--- src/hw/status_addr_pkg.sv ---
// shared constants and types for status word and operand addressing
package status_addr_pkg;

    // ****************************************************
    // status word layout
    // ****************************************************
    localparam int CARRY_BIT = 7;
    localparam int HALF_CARRY_BIT = 6;
    localparam int USER_FLAG_BIT = 5;
    localparam int BANK_HIGH_BIT = 4;
    localparam int BANK_LOW_BIT = 3;
    localparam int OVERFLOW_BIT = 2;
    localparam int RESERVED_BIT = 1;
    localparam int PARITY_BIT = 0;
    localparam logic [7:0] PSW_RESET = 8'h00;
    // bits software may store; parity and reserved excluded
    localparam logic [7:0] PSW_SW_MASK = 8'hFC;

    // ****************************************************
    // address space limits
    // ****************************************************
    localparam logic [7:0] DIRECT_RAM_LIMIT = 8'h80;
    localparam int BANK_SIZE_LOG2 = 3;

    // ****************************************************
    // enumerations
    // ****************************************************
    typedef enum logic [3:0] {
        MODE_DIRECT,
        MODE_INDIRECT8,
        MODE_INDIRECT16,
        MODE_REGISTER,
        MODE_REG_SPECIFIC,
        MODE_IMMEDIATE,
        MODE_INDEX_DATA_POINTER,
        MODE_INDEX_PC,
        MODE_CASE_JUMP
    } addr_mode_e;

    typedef enum logic [1:0] {
        PTR_SEL_REG_ZERO,
        PTR_SEL_REG_ONE,
        PTR_SEL_STACK
    } ptr_sel_e;

    typedef enum logic [2:0] {
        SPACE_NONE,
        SPACE_INT_RAM,
        SPACE_SFR,
        SPACE_EXT_RAM,
        SPACE_CODE,
        SPACE_IMPLIED
    } space_e;

    // ****************************************************
    // carriers
    // ****************************************************
    typedef struct packed {
        logic valid;
        addr_mode_e mode;
        logic write;
        logic external;
        ptr_sel_e ptr_sel;
        logic [7:0] opcode;
        logic [7:0] field;
        logic [7:0] ptr_value;
    } addr_req_s;

    typedef struct packed {
        logic valid;
        space_e space;
        logic [15:0] addr;
        logic write;
        logic refused;
        logic jump;
    } addr_resp_s;

    typedef struct packed {
        logic wr_carry;
        logic carry;
        logic wr_half_carry;
        logic half_carry;
        logic wr_overflow;
        logic overflow;
    } flag_upd_s;

endpackage : status_addr_pkg

--- src/hw/status_addr.sv ---
// status word, parity and operand address formation for the cpu core
`timescale 1ns/1ps
`default_nettype none

// Behaviour
// - parity set when accumulator ones count odd
// - parity recomputed each cycle, writes ignored
// - status word bit layout carry to parity
// - bank value picks one of four ram octets
// - bank taken at execution, not fetch
// - bank bits software readable and writable
// - user flag zero is plain storage
// - carry doubles as boolean accumulator
// - direct reaches low 128 ram or sfr
// - byte indirect via pointer zero/one or stack
// - word indirect only via data pointer
// - indirect reaches internal and external ram
// - three opcode bits pick bank register
// - register specific opcodes imply operand
// - immediate bytes follow opcode in code
// - indexed is code read only
// - indexed address is base plus accumulator
// - case jump target is base plus accumulator
module status_addr (
    input wire logic SYS_CLK,
    input wire logic RESET,
    input wire logic [7:0] ACC,
    input wire logic [15:0] DATA_POINTER,
    input wire logic [15:0] PROG_COUNTER,
    input wire logic [7:0] STACK_POINTER,
    input wire logic PSW_WR,
    input wire logic [7:0] PSW_WDATA,
    input wire status_addr_pkg::flag_upd_s FLAG_UPD,
    input wire logic BOOL_CARRY_WR,
    input wire logic BOOL_CARRY,
    input wire status_addr_pkg::addr_req_s ADDR_REQ,
    output logic [7:0] PROGRAM_STATUS_WORD,
    output logic [1:0] BANK,
    output status_addr_pkg::addr_resp_s ADDR_RESP
);

    // ****************************************************
    // status word state
    // ****************************************************
    logic carry_q;
    logic carry_d;
    logic half_carry_q;
    logic half_carry_d;
    logic user_flag_q;
    logic user_flag_d;
    logic [1:0] bank_q;
    logic [1:0] bank_d;
    logic overflow_q;
    logic overflow_d;
    logic parity_q;
    logic parity_d;

    // ****************************************************
    // carry flag
    // ****************************************************
    // hardware update wins over a software write in the same cycle
    always_comb begin
        carry_d = carry_q;
        if (PSW_WR) begin
            carry_d = PSW_WDATA[status_addr_pkg::CARRY_BIT];
        end
        if (FLAG_UPD.wr_carry) begin
            carry_d = FLAG_UPD.carry;
        end
        if (BOOL_CARRY_WR) begin
            carry_d = BOOL_CARRY;
        end
    end

    always_ff @(posedge SYS_CLK) begin
        if (RESET) begin
            carry_q <= status_addr_pkg::PSW_RESET[status_addr_pkg::CARRY_BIT];
        end else begin
            carry_q <= carry_d;
        end
    end

    // ****************************************************
    // half carry flag
    // ****************************************************
    always_comb begin
        half_carry_d = half_carry_q;
        if (PSW_WR) begin
            half_carry_d = PSW_WDATA[status_addr_pkg::HALF_CARRY_BIT];
        end
        if (FLAG_UPD.wr_half_carry) begin
            half_carry_d = FLAG_UPD.half_carry;
        end
    end

    always_ff @(posedge SYS_CLK) begin
        if (RESET) begin
            half_carry_q <=
                status_addr_pkg::PSW_RESET[status_addr_pkg::HALF_CARRY_BIT];
        end else begin
            half_carry_q <= half_carry_d;
        end
    end

    // ****************************************************
    // overflow flag
    // ****************************************************
    always_comb begin
        overflow_d = overflow_q;
        if (PSW_WR) begin
            overflow_d = PSW_WDATA[status_addr_pkg::OVERFLOW_BIT];
        end
        if (FLAG_UPD.wr_overflow) begin
            overflow_d = FLAG_UPD.overflow;
        end
    end

    always_ff @(posedge SYS_CLK) begin
        if (RESET) begin
            overflow_q <=
                status_addr_pkg::PSW_RESET[status_addr_pkg::OVERFLOW_BIT];
        end else begin
            overflow_q <= overflow_d;
        end
    end

    // ****************************************************
    // user flag, software only
    // ****************************************************
    // no hardware source: plain storage bit
    always_comb begin
        user_flag_d = user_flag_q;
        if (PSW_WR) begin
            user_flag_d = PSW_WDATA[status_addr_pkg::USER_FLAG_BIT];
        end
    end

    always_ff @(posedge SYS_CLK) begin
        if (RESET) begin
            user_flag_q <=
                status_addr_pkg::PSW_RESET[status_addr_pkg::USER_FLAG_BIT];
        end else begin
            user_flag_q <= user_flag_d;
        end
    end

    // ****************************************************
    // bank select, software only
    // ****************************************************
    // a write takes effect from the next request on
    always_comb begin
        bank_d = bank_q;
        if (PSW_WR) begin
            bank_d = {PSW_WDATA[status_addr_pkg::BANK_HIGH_BIT],
                      PSW_WDATA[status_addr_pkg::BANK_LOW_BIT]};
        end
    end

    always_ff @(posedge SYS_CLK) begin
        if (RESET) begin
            bank_q <= {
                status_addr_pkg::PSW_RESET[status_addr_pkg::BANK_HIGH_BIT],
                status_addr_pkg::PSW_RESET[status_addr_pkg::BANK_LOW_BIT]};
        end else begin
            bank_q <= bank_d;
        end
    end

    // ****************************************************
    // parity
    // ****************************************************
    // running xor over the accumulator, one stage per bit
    logic [8:0] parity_chain;

    assign parity_chain[0] = 1'b0;

    generate
        for (genvar i = 0; i < 8; i++) begin : g_parity
            assign parity_chain[i + 1] = parity_chain[i] ^ ACC[i];
        end
    endgenerate

    // every clock, so a software write to the bit never sticks
    assign parity_d = parity_chain[8];

    always_ff @(posedge SYS_CLK) begin
        if (RESET) begin
            parity_q <= status_addr_pkg::PSW_RESET[status_addr_pkg::PARITY_BIT];
        end else begin
            parity_q <= parity_d;
        end
    end

    // ****************************************************
    // status word read view
    // ****************************************************
    logic [7:0] psw_d;

    always_comb begin
        psw_d = 8'h00;
        psw_d[status_addr_pkg::CARRY_BIT] = carry_d;
        psw_d[status_addr_pkg::HALF_CARRY_BIT] = half_carry_d;
        psw_d[status_addr_pkg::USER_FLAG_BIT] = user_flag_d;
        psw_d[status_addr_pkg::BANK_HIGH_BIT] = bank_d[1];
        psw_d[status_addr_pkg::BANK_LOW_BIT] = bank_d[0];
        psw_d[status_addr_pkg::OVERFLOW_BIT] = overflow_d;
        psw_d[status_addr_pkg::RESERVED_BIT] = 1'b0;
        psw_d[status_addr_pkg::PARITY_BIT] = parity_d;
    end

    // parity reads zero while in reset
    always_ff @(posedge SYS_CLK) begin
        if (RESET) begin
            PROGRAM_STATUS_WORD <= {status_addr_pkg::PSW_RESET[7:1], 1'b0};
        end else begin
            PROGRAM_STATUS_WORD <= psw_d;
        end
    end

    // copy of the bank bits for the register file
    always_ff @(posedge SYS_CLK) begin
        if (RESET) begin
            BANK <= {
                status_addr_pkg::PSW_RESET[status_addr_pkg::BANK_HIGH_BIT],
                status_addr_pkg::PSW_RESET[status_addr_pkg::BANK_LOW_BIT]};
        end else begin
            BANK <= bank_d;
        end
    end

    // ****************************************************
    // operand address formation
    // ****************************************************
    status_addr_pkg::addr_resp_s resp_d;
    logic [7:0] bank_base;
    logic [15:0] acc_ext;
    logic [7:0] reg_addr;
    logic [7:0] byte_ptr_addr;
    logic [15:0] data_pointer_index_sum;
    logic [15:0] pc_index_sum;
    logic direct_is_ram;

    // live bank bits at the moment the request executes
    assign bank_base = {3'h0, bank_q, {status_addr_pkg::BANK_SIZE_LOG2{1'b0}}};
    assign acc_ext = {8'h00, ACC};
    assign reg_addr = bank_base | {5'h00, ADDR_REQ.opcode[2:0]};

    // table reads wrap at the top of code space
    assign data_pointer_index_sum = DATA_POINTER + acc_ext;
    assign pc_index_sum = PROG_COUNTER + acc_ext;

    // only the low half of the direct range is ram
    assign direct_is_ram = ADDR_REQ.field < status_addr_pkg::DIRECT_RAM_LIMIT;

    // pointer register zero or one, or the stack pointer
    always_comb begin
        if (ADDR_REQ.ptr_sel == status_addr_pkg::PTR_SEL_STACK) begin
            byte_ptr_addr = STACK_POINTER;
        end else begin
            byte_ptr_addr = ADDR_REQ.ptr_value;
        end
    end

    always_comb begin
        resp_d = '0;
        resp_d.valid = ADDR_REQ.valid;
        resp_d.write = ADDR_REQ.write;
        case (ADDR_REQ.mode)
            status_addr_pkg::MODE_DIRECT: begin
                resp_d.addr = {8'h00, ADDR_REQ.field};
                if (direct_is_ram) begin
                    resp_d.space = status_addr_pkg::SPACE_INT_RAM;
                end else begin
                    resp_d.space = status_addr_pkg::SPACE_SFR;
                end
            end
            status_addr_pkg::MODE_INDIRECT8: begin
                resp_d.addr = {8'h00, byte_ptr_addr};
                if (ADDR_REQ.external) begin
                    resp_d.space = status_addr_pkg::SPACE_EXT_RAM;
                end else begin
                    resp_d.space = status_addr_pkg::SPACE_INT_RAM;
                end
            end
            status_addr_pkg::MODE_INDIRECT16: begin
                resp_d.addr = DATA_POINTER;
                resp_d.space = status_addr_pkg::SPACE_EXT_RAM;
            end
            status_addr_pkg::MODE_REGISTER: begin
                resp_d.addr = {8'h00, reg_addr};
                resp_d.space = status_addr_pkg::SPACE_INT_RAM;
            end
            status_addr_pkg::MODE_REG_SPECIFIC: begin
                resp_d.addr = {8'h00, ADDR_REQ.opcode};
                resp_d.space = status_addr_pkg::SPACE_IMPLIED;
            end
            status_addr_pkg::MODE_IMMEDIATE: begin
                resp_d.addr = PROG_COUNTER;
                resp_d.space = status_addr_pkg::SPACE_CODE;
                resp_d.refused = ADDR_REQ.write;
                resp_d.write = 1'b0;
            end
            status_addr_pkg::MODE_INDEX_DATA_POINTER: begin
                resp_d.addr = data_pointer_index_sum;
                resp_d.space = status_addr_pkg::SPACE_CODE;
                resp_d.refused = ADDR_REQ.write;
                resp_d.write = 1'b0;
            end
            status_addr_pkg::MODE_INDEX_PC: begin
                resp_d.addr = pc_index_sum;
                resp_d.space = status_addr_pkg::SPACE_CODE;
                resp_d.refused = ADDR_REQ.write;
                resp_d.write = 1'b0;
            end
            status_addr_pkg::MODE_CASE_JUMP: begin
                resp_d.addr = data_pointer_index_sum;
                resp_d.space = status_addr_pkg::SPACE_CODE;
                resp_d.jump = 1'b1;
                resp_d.write = 1'b0;
            end
            default: begin
                resp_d.space = status_addr_pkg::SPACE_NONE;
                resp_d.refused = ADDR_REQ.valid;
                resp_d.write = 1'b0;
            end
        endcase
        if (!ADDR_REQ.valid) begin
            resp_d = '0;
        end
    end

    // ****************************************************
    // response register
    // ****************************************************
    // one cycle per request, follows the request inputs
    always_ff @(posedge SYS_CLK) begin
        if (RESET) begin
            ADDR_RESP <= '0;
        end else begin
            ADDR_RESP <= resp_d;
        end
    end

endmodule : status_addr

`default_nettype wire

--- config.mk ---
export PLATFORM = sky130hd
export DESIGN_NAME = status_addr
export DESIGN_NICKNAME = d
export VERILOG_FILES = /design/src/hw/status_addr_pkg.sv /design/src/hw/status_addr.sv
export SDC_FILE = /design/constraint.sdc
export NUM_CORES = 1
export LEC_CHECK = 0
export BUFFER_PORTS_ARGS = -buffer_cell sky130_fd_sc_hd__buf_4
export CAP_MARGIN = 25
export CELL_PAD_IN_SITES_DETAIL_PLACEMENT = 0
export CELL_PAD_IN_SITES_GLOBAL_PLACEMENT = 2
export CORE_MARGIN = 3
export CORE_UTILIZATION = 24
export CTS_BUF_LIST = sky130_fd_sc_hd__clkbuf_16
export CTS_CLUSTER_SIZE = 25
export DETAILED_ROUTE_END_ITERATION = 8
export GPL_ROUTABILITY_DRIVEN = 0
export GPL_TIMING_DRIVEN = 0
export PLACE_DENSITY = 0.79
export RECOVER_POWER = 50
export SETUP_SLACK_MARGIN = 0.15
export SLEW_MARGIN = 5
export SYNTH_ARGS = -nofsm -noshare
export SYNTH_HDL_FRONTEND = slang
export SYNTH_SLANG_ARGS = --single-unit
--- constraint.sdc ---
create_clock -name SYS_CLK -period 3.4 [get_ports SYS_CLK]
set_input_delay 0.17 -clock SYS_CLK [delete_from_list [all_inputs] [get_ports SYS_CLK]]
set_output_delay 0.17 -clock SYS_CLK [all_outputs]
set_load 0.05 [all_outputs]
==> impl_metrics.csv <==
group,metric,value,unit
timing,hold_viol,0,
drt,totalWireLength,9820,um
timing,drv_slew,0,
floorplan,ioPinCount,133,
yosys,synthTopCellsByCount,"nand2_1, dfxtp_1, mux2i_1, nor2_1, a21oi_1",
pwr,clockPowerShare,0.335,
pwr,power_density,337,nW/um^2
drt,drcViolationCount,0,
outcome,status,"complete, no violations",
yosys,synth_top_cell_by_area,"dfxtp_1",
drt,drt-pass1-iter-count,5,
timing,worst_slew_pin_slew,1.05,ns
timing,finalSetupTns,0,ns
finish,area_growth,46.7,%
floorplan,start_util,0.253,
finish,layout.nets,556,
yosys,synth_seq_area_share,0.237,
placed_design,hpwl,8080,um
pwr,pwr-share-comb,0.368,
grt,grt_use_total,0.160,
pwr,power.internal,0.832,mW
timing,rsz0062_at_grt,"no",
yosys,syn_avg_cell_area,8.16,um^2
floorplan,die-area,11800,um^2
cts,cts_buffers,5,
yosys,synth_cell_type_count,67,
drt,drt-initial-drc-count,216,
grt,grt_max_degree,11,
yosys,syn_nets,420,
floorplan,coreArea,10000,um^2
hold_path,min_path_type,"in2reg",
finish,fin_util,0.371,
yosys,synth.area.top_cells,"dfxtp_1, mux2i_1, nand2_1, nor2_1, a21oi_1",
floorplan,placementRows,36,
finish,fillers,1069,
yosys,yosysTopAreaCellShare,0.237,
drt,viasPerCell,4.90,
timing,setup_viol,0,
timing,final.min_clock_period,3.03,ns
yosys,ys_ff_latch,30,
finish,stdcell_count,579,
cts,clockBufferDepth,2,
setup_path,crit_type,"in2reg",
placed_design,port-buffer-count,126,
cts,htreeDepth,2,
timing,slew_headroom,0.292,
yosys,synth_warnings,0,
yosys,synthArstFlopShare,0,
yosys,ys.flop_type,"dfxtp_1",
pwr,switching_share,0.337,
timing,finClkSkew,0.0136,ns
yosys,synth.most_common_cell,"nand2_1",
cts,clock-root-buffer,"clkbuf_16",
grt,antenna_found_initial,0,
floorplan,die_x,109,um
pwr,p_switching,0.424,mW
finish,diodes,0,
yosys,syn_inst,311,
setup_path,required,3.56,ns
drt,antenna_left,0,
drt,wl_per_cell,17.0,um
grt,grt_first_pass_wirelength,14400,um
timing,hold_ws,0.130,ns
grt,grt_pass1_vias,2719,
cts,cts_tree,"built",
timing,max_freq,330,MHz
setup_path,start_kind,"primary input",
setup_path,path_max_fanout,10,
placed_design,dp.cells,570,
pwr,seq_power_share,0.297,
timing,period_share,0.891,
drt,vias,2836,
pwr,p_leak,1.59,nW
yosys,synth_edf_count,0,
setup_path,arrival,3.19,ns
finish,drive_gt1_frac,0.318,
cts,cts_sinks,30,
cts,clock_latency,0.28,ns
yosys,syn_area,2540,um^2
flow_run,drv_cap,0,
cts,clkTransAtPathRegs,0.05,ns
pwr,vdd_drop_max,167,uV
grt,grt_overflow_total,0,
setup_path,end_kind,"register",
floorplan,die_h,109,um
## path summary, 6_finish.rpt
| path | cells past startpoint | to | startpoint | slack [ns] |
|---|---|---|---|---|
| setup / recovery | 14 | ADDR_RESP[17] | ADDR_REQ[28] | 0.37 |
| hold / removal | 3 | PROGRAM_STATUS_WORD[2] | FLAG_UPD[0] | 0.13 |
| setup reg to reg | 4 | ADDR_RESP[7] | PROGRAM_STATUS_WORD[4] | 2.47 |
| hold reg to reg | 2 | PROGRAM_STATUS_WORD[5] | PROGRAM_STATUS_WORD[5] | 0.50 |
## routing by layer
layer / GRT usage / vias to the layer above / wire length [um]
li1: - / 1430 / -
met1: 0.214 / 1302 / 4450
met2: 0.271 / 100 / 4750
met3: 0.0225 / 4 / 546
met4: 0.0397 / 0 / 73
met5: 0 / - / 0
## stage by stage
stage | setup slack [ns] | power (mW) | cell area (um^2)
CTS | 0.279 | 1.27 | 3790
floorplan | 0.514 | 0.656 | 2540
global placement | -0.143 | 0.838 | 3650
finish | 0.371 | 1.26 | 3720
detailed placement | -0.114 | 0.840 | 3650
global route | 0.188 | 1.31 | 3720
## power by group through the flow
stage / logic (mW) / clock network (mW) / registers, mW
floorplan: 0.237 / 0 / 0.419
detailed placement: 0.459 / 0 / 0.381
finish: 0.462 / 0.421 / 0.373
global route: 0.500 / 0.439 / 0.374
CTS: 0.466 / 0.431 / 0.373
global placement: 0.458 / 0 / 0.380
## flip-flops by register name, indices dropped and copies added, names as in the netlist
signal,cells
ADDR_RESP,23
carry_q,1
PROGRAM_STATUS_WORD,6
## timing repair
action | CTS | global route
endpoints found under the setup margin | 1 | 2
buffers inserted | 0 | 3
hold buffers | 0 | 0
gates resized for setup | 1 | 1
pin swaps | 0 | 2
## cells in the final DEF (no fill, tap or decap), drive strengths merged, types with 4 or more instances in the layout
cell type  instances
a211oi             5
a21o               4
a21oi             22
a221oi             6
a22oi              5
buf              122
clkbuf            35
dfxtp             30
ha                 8
inv                4
mux2               4
mux2i             27
nand2             43
nand3              4
nand4              4
nor2              27
nor2b              4
nor3               4
nor4               4
o211ai             4
o21a               5
o21ai              6
o22ai              7
xnor2              9
xor2               5
## cells by family (layout without fill, tap and decap cells)
| logic type | Yosys count | count (layout) | synth area share |
|---|---|---|---|
| simple gates | 111 | 111 | 0.223 |
| compound gates | 88 | 88 | 0.258 |
| xor+xnor | 14 | 14 | 0.0483 |
| buf+inv | 27 | 162 | 0.0611 |
| other cells | 1 | 1 | 0.00148 |
| mux | 31 | 31 | 0.124 |
| flops | 30 | 30 | 0.237 |
| fa+ha+maj | 9 | 9 | 0.0473 |
## critical path: stages
cell      delay [ns]
buf_4           0.12
buf_6           0.13
and4bb_2        0.37
nor2_1          0.09
buf_2           0.20
nand2_1         0.09
nand2_1         0.05
ha_1            0.22
fa_1            0.43
a211oi_1        0.32
nor2_1          0.15
a221oi_4        0.39
nor4_1          0.11
o32ai_1         0.35
## layout make-up
type	count	area [um^2]	area share
multi-input cells	254	1790	0.482
clock inverters	1	3.75	0.00101
clock buffers	5	125	0.0336
repair buffers	129	878	0.236
well taps	133	166	0.0447
inverters	4	15.0	0.00403
flip-flops and latches	30	601	0.161
plain buffers	23	140	0.0376
Note: power is estimated with default switching activity, not from simulation.
